===== src/sip_cfg.svh =====
// Constants of the seven-source interrupt priority controller
`ifndef SIP_CFG_SVH
`define SIP_CFG_SVH

// Number of request sources, also their polling order by index
`define SIP_NSRC        7
`define SIP_SRC_EXT0    0
`define SIP_SRC_TIMER0  1
`define SIP_SRC_EXT1    2
`define SIP_SRC_TIMER1  3
`define SIP_SRC_SERIAL  4
`define SIP_SRC_TIMER2  5
`define SIP_SRC_CA      6

// Register byte offsets on the APB
`define SIP_OFF_ENABLE     12'h0a8
`define SIP_OFF_EN_SET     12'h0ac
`define SIP_OFF_EN_CLR     12'h0b0
`define SIP_OFF_LVL_LOW    12'h0b8
`define SIP_OFF_LVL_HIGH   12'h0bc
`define SIP_OFF_INSERVICE  12'h0c0
`define SIP_OFF_EVT_STAT   12'h0c4
`define SIP_OFF_EVT_MASK   12'h0c8

// Field positions and reset values
`define SIP_GLOBAL_BIT  7
`define SIP_RSVD_BIT    7
`define SIP_ENABLE_RST  8'h00
`define SIP_LVL_RST     7'h00

// Event status bits
`define SIP_NEVT        4
`define SIP_EVT_TAKEN   0
`define SIP_EVT_RETURN  1
`define SIP_EVT_STRAY   2
`define SIP_EVT_RSVD    3

// Vector addresses: base plus step times source index
`define SIP_VEC_BASE    16'h0003
`define SIP_VEC_STEP    16'h0008
`define SIP_VEC_CA      16'h0033

`endif


===== src/sip_pkg.sv =====
// Types shared by the interrupt priority controller files
package sip_pkg;
    typedef logic [1:0] sip_level_t;    // Two-bit priority level

    // Vectored request handed to the core
    typedef struct packed {
        logic        valid;
        logic [2:0]  src;
        sip_level_t  level;
        logic [15:0] vector;
    } sip_core_req_s;
endpackage


===== src/sip_ctrl.sv =====
// Seven-source interrupt priority controller with APB registers
`timescale 1ns/1ns
`include "sip_cfg.svh"

module sip_ctrl #(
    parameter int AW = 12
) (
    input  wire logic                 pclk,                  // Core clock, 100 MHz
    input  wire logic                 presetn,               // Async reset, active low
    input  wire logic                 psel,                  // APB select
    input  wire logic                 penable,               // APB access phase
    input  wire logic                 pwrite,                // APB direction
    input  wire logic [AW-1:0]        paddr,                 // APB byte address
    input  wire logic [31:0]          pwdata,                // APB write data
    output logic [31:0]               prdata,                // APB read data
    output logic                      pready,                // APB ready
    output logic                      pslverr,               // APB error, unmapped
    input  wire logic                 ext_req0_pin_n,        // External request 0 pin, low active
    input  wire logic                 ext_req1_pin_n,        // External request 1 pin, low active
    input  wire logic                 timer0_overflow_flag,  // Timer 0 request
    input  wire logic                 timer1_overflow_flag,  // Timer 1 request
    input  wire logic                 timer2_overflow_flag,  // Timer 2 overflow
    input  wire logic                 timer2_external_flag,  // Timer 2 external flag
    input  wire logic                 serial_receive_flag,   // Serial receive
    input  wire logic                 serial_send_flag,      // Serial transmit
    input  wire logic                 counter_array_req,     // Counter array global
    output sip_pkg::sip_core_req_s    core_req,              // Vectored request to core
    input  wire logic                 core_ack,              // Core takes shown vector
    input  wire logic                 core_reti,             // Core returns from handler
    output logic                      irq                    // Event interrupt, high level
);
    import sip_pkg::*;

    localparam int NS = `SIP_NSRC;
    localparam int NE = `SIP_NEVT;

    logic [1:0]      ext0_sync_r;        // Pin synchroniser, external 0
    logic [1:0]      ext1_sync_r;        // Pin synchroniser, external 1
    logic [NS-1:0]   raw_req;            // All requests, poll order
    logic [NS-1:0]   gated_req;          // Requests past both enables
    logic [7:0]      src_en_r;           // Source enable register
    logic [NS-1:0]   lvl_low_r;          // Level low bits
    logic [NS-1:0]   lvl_high_r;         // Level high bits
    logic [3:0]      inserv_r;           // In-service flag per level
    logic [NE-1:0]   evt_stat_r;         // Sticky event status
    logic [NE-1:0]   evt_mask_r;         // Event mask
    logic [NE-1:0]   evt_set;            // Events of this cycle
    sip_core_req_s   core_req_r;         // Registered vector offer
    sip_core_req_s   core_req_nxt;       // Next vector offer
    logic            win_valid;          // Encoder found a request
    logic [2:0]      win_idx;            // Encoder winner
    sip_level_t      win_level;          // Winner level
    logic            floor_valid;        // Some level in service
    sip_level_t      floor_level;        // Highest level in service
    logic [3:0]      reti_clr;           // Level freed by return
    logic [3:0]      take_set;           // Level entered by take
    logic            apb_setup;          // Setup phase
    logic            apb_access;         // Access phase
    logic            addr_hit;           // Address is mapped
    logic            wr_en;              // Write takes effect now
    logic [31:0]     prdata_r;           // Read data register

    // The pins are asynchronous: two flops before any use
    always_ff @(posedge pclk or negedge presetn) begin
        if (!presetn) begin
            ext0_sync_r <= 2'b11;
            ext1_sync_r <= 2'b11;
        end else begin
            ext0_sync_r <= {ext0_sync_r[0], ext_req0_pin_n};
            ext1_sync_r <= {ext1_sync_r[0], ext_req1_pin_n};
        end
    end

    // Request vector, one bit per source in poll order
    always_comb begin
        raw_req                  = '0;
        raw_req[`SIP_SRC_EXT0]   = ~ext0_sync_r[1];
        raw_req[`SIP_SRC_TIMER0] = timer0_overflow_flag;
        raw_req[`SIP_SRC_EXT1]   = ~ext1_sync_r[1];
        raw_req[`SIP_SRC_TIMER1] = timer1_overflow_flag;
        raw_req[`SIP_SRC_SERIAL] = serial_receive_flag | serial_send_flag;
        raw_req[`SIP_SRC_TIMER2] = timer2_overflow_flag | timer2_external_flag;
        raw_req[`SIP_SRC_CA]     = counter_array_req;
    end

    // Enable bit n gates source n, bit 7 gates all
    assign gated_req = raw_req & src_en_r[NS-1:0] & {NS{src_en_r[`SIP_GLOBAL_BIT]}};

    // Winner over all gated requests
    sip_prio_enc #(
        .N  (NS),
        .IW (3)
    ) u_enc (
        .pend      (gated_req),
        .lvl_hi    (lvl_high_r),
        .lvl_lo    (lvl_low_r),
        .win_valid (win_valid),
        .win_idx   (win_idx),
        .win_level (win_level)
    );

    // Highest level now in service sets the preemption floor
    always_comb begin
        floor_valid = 1'b0;
        floor_level = '0;
        for (int l = 0; l < 4; l++) begin
            if (inserv_r[l]) begin
                floor_valid = 1'b1;
                floor_level = 2'(l);
            end
        end
    end

    // Offer only a strictly higher level; nothing passes a level 3 handler in service
    always_comb begin
        core_req_nxt        = '0;
        core_req_nxt.src    = win_idx;
        core_req_nxt.level  = win_level;
        core_req_nxt.vector = `SIP_VEC_BASE + (`SIP_VEC_STEP * {13'h0000, win_idx});
        core_req_nxt.valid  = win_valid && (!floor_valid || (win_level > floor_level)) && !core_ack;
    end

    // Offer is dropped after a take so a stale vector is not shown again
    // while the in-service flags settle
    always_ff @(posedge pclk or negedge presetn) begin
        if (!presetn) begin
            core_req_r <= '0;
        end else begin
            core_req_r <= core_req_nxt;
        end
    end

    assign core_req = core_req_r;

    // Take sets the offered level; return frees the highest one
    always_comb begin
        take_set = '0;
        reti_clr = '0;
        if (core_ack && core_req_r.valid) begin
            take_set[core_req_r.level] = 1'b1;
        end
        if (core_reti && floor_valid) begin
            reti_clr[floor_level] = 1'b1;
        end
    end

    // In-service flags; a take in the return cycle still sticks
    always_ff @(posedge pclk or negedge presetn) begin
        if (!presetn) begin
            inserv_r <= '0;
        end else begin
            inserv_r <= (inserv_r & ~reti_clr) | take_set;
        end
    end

    // APB phase and address decode
    assign apb_setup  = psel & ~penable;
    assign apb_access = psel & penable;
    assign wr_en      = apb_access & pwrite & addr_hit;

    always_comb begin
        case (paddr)
            `SIP_OFF_ENABLE, `SIP_OFF_EN_SET, `SIP_OFF_EN_CLR,
            `SIP_OFF_LVL_LOW, `SIP_OFF_LVL_HIGH, `SIP_OFF_INSERVICE,
            `SIP_OFF_EVT_STAT, `SIP_OFF_EVT_MASK: begin
                addr_hit = 1'b1;
            end
            default: begin
                addr_hit = 1'b0;
            end
        endcase
    end

    // Never waits; unmapped addresses answer with an error
    assign pready  = 1'b1;
    assign pslverr = apb_access & ~addr_hit;

    // Source enable: whole write, or set and clear of chosen bits
    always_ff @(posedge pclk or negedge presetn) begin
        if (!presetn) begin
            src_en_r <= `SIP_ENABLE_RST;
        end else if (wr_en) begin
            case (paddr)
                `SIP_OFF_ENABLE: begin
                    src_en_r <= pwdata[7:0];
                end
                `SIP_OFF_EN_SET: begin
                    src_en_r <= src_en_r | pwdata[7:0];
                end
                `SIP_OFF_EN_CLR: begin
                    src_en_r <= src_en_r & ~pwdata[7:0];
                end
                default: begin
                    src_en_r <= src_en_r;
                end
            endcase
        end
    end

    // Level bits; bit 7 of the low register is not stored
    always_ff @(posedge pclk or negedge presetn) begin
        if (!presetn) begin
            lvl_low_r  <= `SIP_LVL_RST;
            lvl_high_r <= `SIP_LVL_RST;
        end else if (wr_en) begin
            if (paddr == `SIP_OFF_LVL_LOW) begin
                lvl_low_r <= pwdata[NS-1:0];
            end
            if (paddr == `SIP_OFF_LVL_HIGH) begin
                lvl_high_r <= pwdata[NS-1:0];
            end
        end
    end

    // Events: take, return, return with nothing in service, reserved write
    always_comb begin
        evt_set                 = '0;
        evt_set[`SIP_EVT_TAKEN]  = core_ack & core_req_r.valid;
        evt_set[`SIP_EVT_RETURN] = core_reti & floor_valid;
        evt_set[`SIP_EVT_STRAY]  = core_reti & ~floor_valid;
        evt_set[`SIP_EVT_RSVD]   = wr_en & (paddr == `SIP_OFF_LVL_LOW) & pwdata[`SIP_RSVD_BIT];
    end

    // Sticky status, write one to clear; a new event wins the clear
    always_ff @(posedge pclk or negedge presetn) begin
        if (!presetn) begin
            evt_stat_r <= '0;
        end else if (wr_en && (paddr == `SIP_OFF_EVT_STAT)) begin
            evt_stat_r <= (evt_stat_r & ~pwdata[NE-1:0]) | evt_set;
        end else begin
            evt_stat_r <= evt_stat_r | evt_set;
        end
    end

    // Event mask
    always_ff @(posedge pclk or negedge presetn) begin
        if (!presetn) begin
            evt_mask_r <= '0;
        end else if (wr_en && (paddr == `SIP_OFF_EVT_MASK)) begin
            evt_mask_r <= pwdata[NE-1:0];
        end
    end

    // Level output straight from the two registers
    assign irq = |(evt_stat_r & evt_mask_r);

    // Read data is caught in setup, shown in access; reserved bits read zero
    always_ff @(posedge pclk or negedge presetn) begin
        if (!presetn) begin
            prdata_r <= '0;
        end else if (apb_setup && !pwrite) begin
            case (paddr)
                `SIP_OFF_ENABLE, `SIP_OFF_EN_SET, `SIP_OFF_EN_CLR: begin
                    prdata_r <= {24'h000000, src_en_r};
                end
                `SIP_OFF_LVL_LOW: begin
                    prdata_r <= {25'h0000000, lvl_low_r};
                end
                `SIP_OFF_LVL_HIGH: begin
                    prdata_r <= {25'h0000000, lvl_high_r};
                end
                `SIP_OFF_INSERVICE: begin
                    prdata_r <= {28'h0000000, inserv_r};
                end
                `SIP_OFF_EVT_STAT: begin
                    prdata_r <= {28'h0000000, evt_stat_r};
                end
                `SIP_OFF_EVT_MASK: begin
                    prdata_r <= {28'h0000000, evt_mask_r};
                end
                default: begin
                    prdata_r <= '0;
                end
            endcase
        end
    end

    assign prdata = prdata_r;

    // Helpers seen only by the checks below
    logic [NS-1:0] gated_q;      // Gated requests one cycle back
    logic [NS-1:0] beat_lvl;     // Pending with higher level than offer
    logic [NS-1:0] beat_ord;     // Same level, earlier in poll order
    logic [7:0]    en_q;         // Enable register one cycle back
    sip_level_t    floor_q;      // Floor one cycle back
    logic          floor_v_q;    // Floor valid one cycle back
    always_ff @(posedge pclk or negedge presetn) begin
        if (!presetn) begin
            gated_q   <= '0;
            en_q      <= '0;
            floor_q   <= '0;
            floor_v_q <= 1'b0;
        end else begin
            gated_q   <= gated_req;
            en_q      <= src_en_r;
            floor_q   <= floor_level;
            floor_v_q <= floor_valid;
        end
    end
    always_comb begin
        beat_lvl = '0;
        beat_ord = '0;
        for (int i = 0; i < NS; i++) begin
            beat_lvl[i] = gated_q[i] && ({lvl_high_r[i], lvl_low_r[i]} > core_req_r.level);
            beat_ord[i] = gated_q[i] && ({lvl_high_r[i], lvl_low_r[i]} == core_req_r.level)
                          && (i < int'(core_req_r.src));
        end
    end
endmodule


===== src/sip_prio_enc.sv =====
// Highest-level, first-in-poll-order winner selection
`timescale 1ns/1ns
module sip_prio_enc #(
    parameter int N  = 7,
    parameter int IW = 3
) (
    input  wire logic [N-1:0]      pend,       // Gated pending requests
    input  wire logic [N-1:0]      lvl_hi,     // High level bit per source
    input  wire logic [N-1:0]      lvl_lo,     // Low level bit per source
    output logic                   win_valid,  // Some request pending
    output logic [IW-1:0]          win_idx,    // Winning source index
    output sip_pkg::sip_level_t    win_level   // Level of the winner
);
    import sip_pkg::*;

    // Later assignments override: levels ascend, indices descend,
    // so the last hit is highest level and earliest in poll order
    always_comb begin
        win_valid = 1'b0;
        win_idx   = '0;
        win_level = '0;
        for (int l = 0; l < 4; l++) begin
            for (int i = N - 1; i >= 0; i--) begin
                // Level is high bit over low bit
                if (pend[i] && ({lvl_hi[i], lvl_lo[i]} == 2'(l))) begin
                    win_valid = 1'b1;
                    win_idx   = IW'(i);
                    win_level = 2'(l);
                end
            end
        end
    end
endmodule


===== config.mk =====
export PLATFORM = sky130hd
export DESIGN_NAME = sip_ctrl
export DESIGN_NICKNAME = d
export VERILOG_FILES = /design/src/sip_pkg.sv /design/src/sip_ctrl.sv /design/src/sip_prio_enc.sv
export VERILOG_INCLUDE_DIRS = /design/src /design/src/src
export SDC_FILE = /design/constraint.sdc
export NUM_CORES = 1
export LEC_CHECK = 0
export BUFFER_PORTS_ARGS = -buffer_cell sky130_fd_sc_hd__buf_2
export CORE_UTILIZATION = 51
export DETAILED_ROUTE_END_ITERATION = 6
export PLACE_DENSITY = 0.8
export SETUP_SLACK_MARGIN = 0.5
export SLEW_MARGIN = 20
export SYNTH_ARGS = -nofsm -noshare
export SYNTH_HDL_FRONTEND = slang
export SYNTH_SLANG_ARGS = --single-unit

===== constraint.sdc =====
create_clock -name pclk -period 2.7 [get_ports pclk]
set_input_delay 0.405 -clock pclk [delete_from_list [all_inputs] [get_ports pclk]]
set_output_delay 0.405 -clock pclk [all_outputs]
set_load 0.02 [all_outputs]

* Yosys cells after proc, flatten, opt, wreduce, memory -nomap -nowiden
Index checks and enable logic that the tools add are counted.
** Word-level totals
- Register bits after elaboration :: 83
- Bits in latches :: 0
- Memory bits (writable) :: 0
- Bits in read-only memories :: 0
- Input bits :: 60
- Output and inout bits :: 57
- Word-level logic and storage cells :: 227
- Memories :: 0
** Operators by class
- Add/sub/neg operators :: 1
- Multiply operators :: 0
- Div/mod/pow operators :: 0
- Order comparisons :: 5
- Eq/ne operators :: 29
- Shifts and indexed selects :: 0
- Multiplexer cells :: 94
- Bitwise gates (word level) :: 30
- Reduce and logical (&&, ||, !) cells :: 55
** Operator list (number)
- equality test 12 x 8 -> 1 bit (second input constant) :: 8
- 2-to-1 mux 3 bit :: 28
- case mux 8 bit (6 select lines) :: 1
- 2-to-1 mux 1 bit :: 43
- logical AND 1 bit :: 37
- 2-to-1 mux 2 bit :: 16
- equality test 2 bit (second input constant) :: 14
- case mux 8 bit (3 select lines) :: 1
- bitwise AND 7 bit :: 2
- equality test 2 x 1 -> 1 bit (second input constant) :: 7
- zero test 2 bit :: 7
- bitwise AND 4 bit :: 3
- 2-to-1 mux 4 bit :: 3
- bitwise OR 4 bit :: 3
- bitwise AND 1 bit :: 10
- bitwise AND 8 bit :: 1
- inverter 4 bit :: 2
- inverter 8 bit :: 1
- bitwise OR 8 bit :: 1
- OR reduction 8 bit :: 1
- adder 2 x 6 -> 7 bit (first input constant) :: 1
- less-than comparator 2 x 3 -> 1 bit (second input constant) :: 2
- AND reduction 2 bit :: 3
- inverter 1 bit :: 5
- 9 further kinds :: 14

* Logic depth before layout (Yosys ltp)
Gate-level depths: netlist (run 1).
- Depth in word-level cells :: 34
- Gate-level depth with buffers :: 12
- Mapped depth without buffers :: 10

* Hierarchy
From an unflattened synthesis (run 1), not the netlist that was laid out.
** Second synthesis, totals
- Cell total of the unflattened synthesis :: 394
- Area, all modules :: 3611.0 µm²
** By module, submodules not included
- sip_ctrl :: times used 1, cells an instance 306, area each 3057.9 µm², seq. area each 1331.3 µm²
- sip_prio_enc :: times used 1, cells an instance 88, area each 553.0 µm², seq. area each 0.0 µm²

* Worst setup path after synthesis (run 1)
No wires, ideal clock.
- Kind :: input to register
- From :: input timer2_external_flag
- To :: register core_req_r, in the netlist core_req[21]
- Library setup time :: 0.064 ns
- Arrival :: 2.258 ns
- Required time :: 2.636 ns
- Slack :: 0.378 ns
- Stages :: 10
- Buffers on the path :: 0
- Cells stage by stage :: o211a_2 > a2bb2o_4 > or4b_4 > a31o_2 > inv_1 > ha_1 > nand2_1 > o21ai_0 > a21oi_1 > o21a_1
** RTL lines
- from (decl) :: line sip_ctrl.sv:23 : input wire logic timer2_external_flag,
- to (signal assigned) :: line sip_ctrl.sv:129 : core_req_r <= core_req_nxt;
- to (decl) :: line sip_ctrl.sv:48 : sip_core_req_s core_req_r;

==> results.yml, run 1 <==
timing:
  fin_tns_setup_ns: 0
  fin_crit_sh_pct: 88.03
  relSlewSlack_pct: 62.57
  post-route-min-period_ns: 2.377
  tightestPinTransition_ns: 0.5572
  skew_ns: 0.01318
  max_freq_ghz: 0.4207
  rsz0062_at_grt: "yes"
  finalMaxSlewViolations: 0
  setup_viol: 0
  hold_viol: 0
global_route:
  grt_pass1_wl_um: 13990
  antenna_found_initial: 0
  grt_pass1_vias: 2907
  grt_use_total_pct: 24.89
  grt_max_degree: 54
  overflow: 0
synthesis:
  synth_cell_types: 58
  async_reset_ff_share_pct: 100.0
  yosysTopAreaCellShare_pct: 35.99
  synthCells: 359
  syn_area_um2: 3407
  synth_ff_type: "dfrtp_1"
  synth_area_leaders: "dfrtp_1, buf_4, mux2_2"
  yosysWarnings: 0
  synth.largest_area_cell: "dfrtp_1"
  ys_seq_elements: 53
  synth.avg_cell_area_um2: 9.490
  synth_edf_count: 0
  yosysSeqAreaShare_pct: 39.07
route:
  wirelength_um: 8779
  routed_via_density: 6.223
  antenna_left: 0
  drtIter0Drc: 246
  wl_per_cell_um: 17.35
  drc_errors: 0
  drtPass1Iterations: 6
  via_count: 3149
clock_network:
  h-tree-depth: 2
  cts.hold.buffers_added: 0
  cts.reportedPaths.clkPinSlew_ns: 0.11
  cts_max_path_buffers: 2
  root_buffer: "clkbuf_8"
  cts_tree: "done"
  numCtsBuffers: 5
  clock_latency_ns: 0.31
  clock_sinks: 53
outcome:
  status: "finished clean"
final_layout:
  synthToLayoutAreaGrowth_pct: 15.83
  final_common_cell: "buf_2"
  nNetsFinal: 490
  drive_gt1_share_pct: 31.47
  n_antenna_cell: 0
  mostFrequentLayoutCells: "buf_2, dfrtp_1, conb_1, nand2_1, nor2_1"
critical_path:
  worstPathRequired_ns: 2.95
  setup.worst_path.class: "register to register"
  cp-start-kind: "register"
  crit_path_max_fanout: 6
  r2r_slack_ns: 0.32
  worstPathArrival_ns: 2.63
  critPathCaptureType: "register"
run:
  maxCapViolCount: 0
floorplanning:
  ios: 117
  die_h_um: 83.74
  core_um2: 6386
  num_rows: 29
  die_area_um2: 7012
  die_w_um: 83.74
  start_util_pct: 53.35
worst_hold_path:
  hp-class: "primary input to asynchronous set/reset pin"
pwr:
  ir_worst_vdd_v: 0.0003308
  p_per_area_nw_per_um2: 367.8
  p_leak_nw: 1.877
  finalPower_mw: 1.451
place:
  dp_hpwl_um: 6206
  numPortBuffers: 56
  gp_congestion: 0.8793
## through the flow
step	cells	worst slack (ns)	area [µm²]	hold WS (ns)	util, %
5_1_grt	506	0.2255	3946	0.09357	61.79
4_1_cts	501	0.3268	3865	0.07850	60.52
3_3_place_gp	489	0.1542	3719	0.3457	58.23
3_5_place_dp	489	0.1226	3719	0.3531	58.23
6_report	506	0.3232	3946	0.05105	61.79
2_1_floorplan	394	0.4459	3580	0.1094	-
## worst paths after layout
kind,end,cells past startpoint,from
max reg2reg,core_req[21],11,src_en_r[7]
min in group pclk,ext1_sync_r[0],1,ext_req1_pin_n
max,core_req[21],11,src_en_r[7]
min reg2reg,ext0_sync_r[1],0,ext0_sync_r[0]
min,lvl_high_r[6],2,presetn
max in group asynchronous,ext0_sync_r[1],2,presetn
## synthesized netlist by cell type (all sizes together), types with 2 or more instances
cell / number
dfrtp: 49
buf: 44
nand2: 30
nor2: 24
o21ai: 22
mux2: 18
a21oi: 16
a22o: 14
inv: 11
mux2i: 11
o22ai: 9
clkbuf: 8
nand3: 8
nor2b: 7
nand4: 6
o211ai: 6
nand4b: 5
nor4: 5
a211oi: 4
dfstp: 4
o2111a: 4
o221ai: 4
and4b: 3
nor3: 3
nor3b: 3
o2bb2ai: 3
or2: 3
a22oi: 2
a2bb2oi: 2
a31oi: 2
and4: 2
conb: 2
ha: 2
nand2b: 2
o2111ai: 2
o21a: 2
or4: 2
## kinds of logic after synthesis
logic type	after synthesis	share of synthesized area, %
AO/OA/AOI/OAI	101	21.34
adder cells (fa/ha/maj)	2	0.7344
buffers and inverters	63	11.64
flip-flops	53	39.07
multiplexers	29	9.181
other	2	0.2204
AND/OR/NAND/NOR	109	17.81
## cell type report
cell class | count | area [µm²]
clock buffers | 6 | 72.57
fillers | 519 | 2440
multi-input cells | 278 | 1916
repair buffers | 79 | 473.0
inverters | 11 | 41.29
clock inverters | 2 | 15.01
flip-flops and latches | 53 | 1333
well taps | 77 | 96.34
## state kept, by name (all words and copies together), names as in the netlist
| name | flops |
|---|---|
| core_req | 7 |
| evt_mask_r | 4 |
| evt_stat_r | 4 |
| ext0_sync_r | 2 |
| ext1_sync_r | 2 |
| inserv_r | 4 |
| lvl_high_r | 7 |
| lvl_low_r | 7 |
| prdata | 8 |
| src_en_r | 8 |
## timing repair
item | in CTS | in global routing
setup endpoints to repair | 1 | 1
pin swaps | 4 | 7
buffers inserted | 4 | 5
gates resized for setup | 8 | 9
## per-layer routing
layer  wire, µm  GRT usage [%]  vias up
met3        635          3.956       28
met1       3662          33.25     1524
met4        212          8.166        0
met2       4267          41.39      194
li1           -              -     1403
met5          0              0        -
## worst max-delay path, stage by stage (launching register included)
cell      delay (ns)
dfrtp_2         0.47
buf_6           0.14
o211a_4         0.15
a2bb2o_4        0.21
or4b_4          0.49
a31o_4          0.25
inv_2           0.06
ha_4            0.18
nand2_1         0.05
o21ai_1         0.07
a21oi_1         0.12
o21a_1          0.13
## power breakdown
group | internal, mW | switching (mW)
combinational | 0.0487 | 0.124
clock | 0.184 | 0.276
sequential | 0.810 | 0.00907
total | 1.04 | 0.409
Note: power is estimated with default switching activity, not from simulation.
==> run 2, diff against run 1 <==
==> constraint.sdc (replaced) <==
create_clock -name pclk -period 2.7 [get_ports pclk]
set_input_delay 0.675 -clock pclk [delete_from_list [all_inputs] [get_ports pclk]]
set_output_delay 0.675 -clock pclk [all_outputs]
set_load 0.02 [all_outputs]
==> results.yml, run 2 (same netlist as run 1, synthesis figures left out) <==
route:
  antenna_left: 0
  drtPass1Iterations: 5
  via_count: 3066
  routed_via_density: 6.059
  drtIter0Drc: 249
  wl_per_cell_um: 16.78
  wirelength_um: 8491
  drc_errors: 0
critical_path:
  cp-start-kind: "register"
  setup.worst_path.class: "register to register"
  critPathCaptureType: "register"
  worstPathArrival_ns: 2.60
  critPathLaunch: "src_en_r[7]"
  r2r_start: "src_en_r[7]"
  worstPathRequired_ns: 2.96
  crit_path_max_fanout: 7
timing:
  fin_tns_setup_ns: 0
  hold_viol: 0
  skew_ns: 0.01000
  max_freq_ghz: 0.4266
  setup_viol: 0
  post-route-min-period_ns: 2.344
  tightestPinTransition_ns: 0.6415
  finalMaxSlewViolations: 0
  relSlewSlack_pct: 57.23
  fin_crit_sh_pct: 86.82
  rsz0062_at_grt: "yes"
clock_network:
  root_buffer: "clkbuf_8"
  numCtsBuffers: 5
  cts_max_path_buffers: 2
  clock_sinks: 53
  cts.hold.buffers_added: 0
  cts.reportedPaths.clkPinSlew_ns: 0.10
  h-tree-depth: 2
  cts_tree: "done"
  clock_latency_ns: 0.31
pwr:
  finalPower_mw: 1.550
  ir_worst_vdd_v: 0.0002533
  clock_power_share_pct: 35.7
  internal_power_mw: 1.141
  switching_share_pct: 26.35
  p_per_area_nw_per_um2: 388.8
  p_leak_nw: 1.905
  p_comb_share_pct: 11.4
  netSwitchingPower_mw: 0.4084
  p_seq_share_pct: 52.8
outcome:
  status: "finished clean"
floorplanning:
  die_h_um: 83.74
  ios: 117
  die_w_um: 83.74
  start_util_pct: 53.35
  core_um2: 6386
  die_area_um2: 7012
  num_rows: 29
final_layout:
  ff_latch_area_um2: 1333
  fill_cells: 546
  multi_input_area_um2: 1916
  mostFrequentLayoutCells: "buf_2, dfrtp_1, conb_1, nand2_1"
  nNetsFinal: 490
  final_common_cell: "buf_2"
  synthToLayoutAreaGrowth_pct: 17.00
  n_antenna_cell: 0
  drive_gt1_share_pct: 31.24
global_route:
  grt_use_total_pct: 24.99
  grt_pass1_vias: 2908
  overflow: 0
  grt_max_degree: 28
  grt_pass1_wl_um: 14080
  antenna_found_initial: 0
place:
  gp_congestion: 0.8998
  numPortBuffers: 56
  dp_hpwl_um: 6394
worst_hold_path:
  hp-class: "register to register"
  min-delay-start: "ext1_sync_r[0]"
run:
  maxCapViolCount: 0
[run 2: metal layers]
layer	global-route usage [%]	vias up	share of wire, %
li1	-	1405	-
met5	0	-	0
met1	32.95	1469	43
met3	5.737	18	8.1
met4	8.629	0	1.9
met2	40.50	174	47
[run 2: final cells by class]
| class | count | area share, % |
|---|---|---|
| inverter | 11 | 1.036 |
| sequential | 53 | 33.43 |
| tap | 77 | 2.417 |
| clock buffer | 6 | 1.820 |
| timing repair buffer | 79 | 12.27 |
| clock inverter | 2 | 0.9730 |
| multi-input combinational | 278 | 48.05 |
[run 2: path summary, 6_finish.rpt]
check	endpoint	slack (ns)	depth (start not counted)
hold / removal	ext1_sync_r[1]	0.36	0
setup reg to reg	core_req[21]	0.36	11
setup / recovery	core_req[21]	0.36	11
hold reg to reg	ext1_sync_r[1]	0.36	0
min in group asynchronous	lvl_high_r[6]	0.37	1
max in group asynchronous	lvl_low_r[2]	1.76	2
[run 2: what timing repair did]
| item | CTS | global route |
|---|---|---|
| gates cloned | 0 | 0 |
| endpoints found under the hold margin | 0 | 0 |
| resized for setup | 8 | 6 |
| pin swaps | 4 | 3 |
| setup buffers | 4 | 0 |
| setup endpoints to repair | 2 | 2 |
[run 2: through the flow]
step / utilization, % / hold WS [ns] / area, µm² / cells / setup WS [ns]
after global placement: 59.35 / 0.3455 / 3790 / 494 / 0.04206
after global routing: 62.42 / 0.3694 / 3986 / 506 / 0.2452
after CTS: 62.19 / 0.3634 / 3971 / 506 / 0.3383
after floorplan: - / 0.3452 / 3620 / 394 / 0.2047
after detailed placement: 59.35 / 0.3491 / 3790 / 494 / 0.002012
final: 62.42 / 0.3624 / 3986 / 506 / 0.3560
[run 2: power groups by stage]
stage | combinational, mW | clock (mW) | sequential, mW
2_1_floorplan | 0.127 | 0 | 0.842
3_3_place_gp | 0.171 | 0 | 0.833
3_5_place_dp | 0.176 | 0 | 0.834
4_1_cts | 0.177 | 0.565 | 0.819
5_1_grt | 0.194 | 0.590 | 0.821
6_report | 0.177 | 0.554 | 0.819
[run 2: critical path, stage by stage (launching register included)]
cell and delay (ns):
dfrtp_2 0.45, buf_6 0.15, o211a_4 0.15, a2bb2o_4 0.21, or4b_4 0.49, a31o_4 0.24
inv_2 0.06, ha_4 0.18, nand2_1 0.06, o21ai_1 0.06, a21oi_1 0.12, o21a_1 0.12
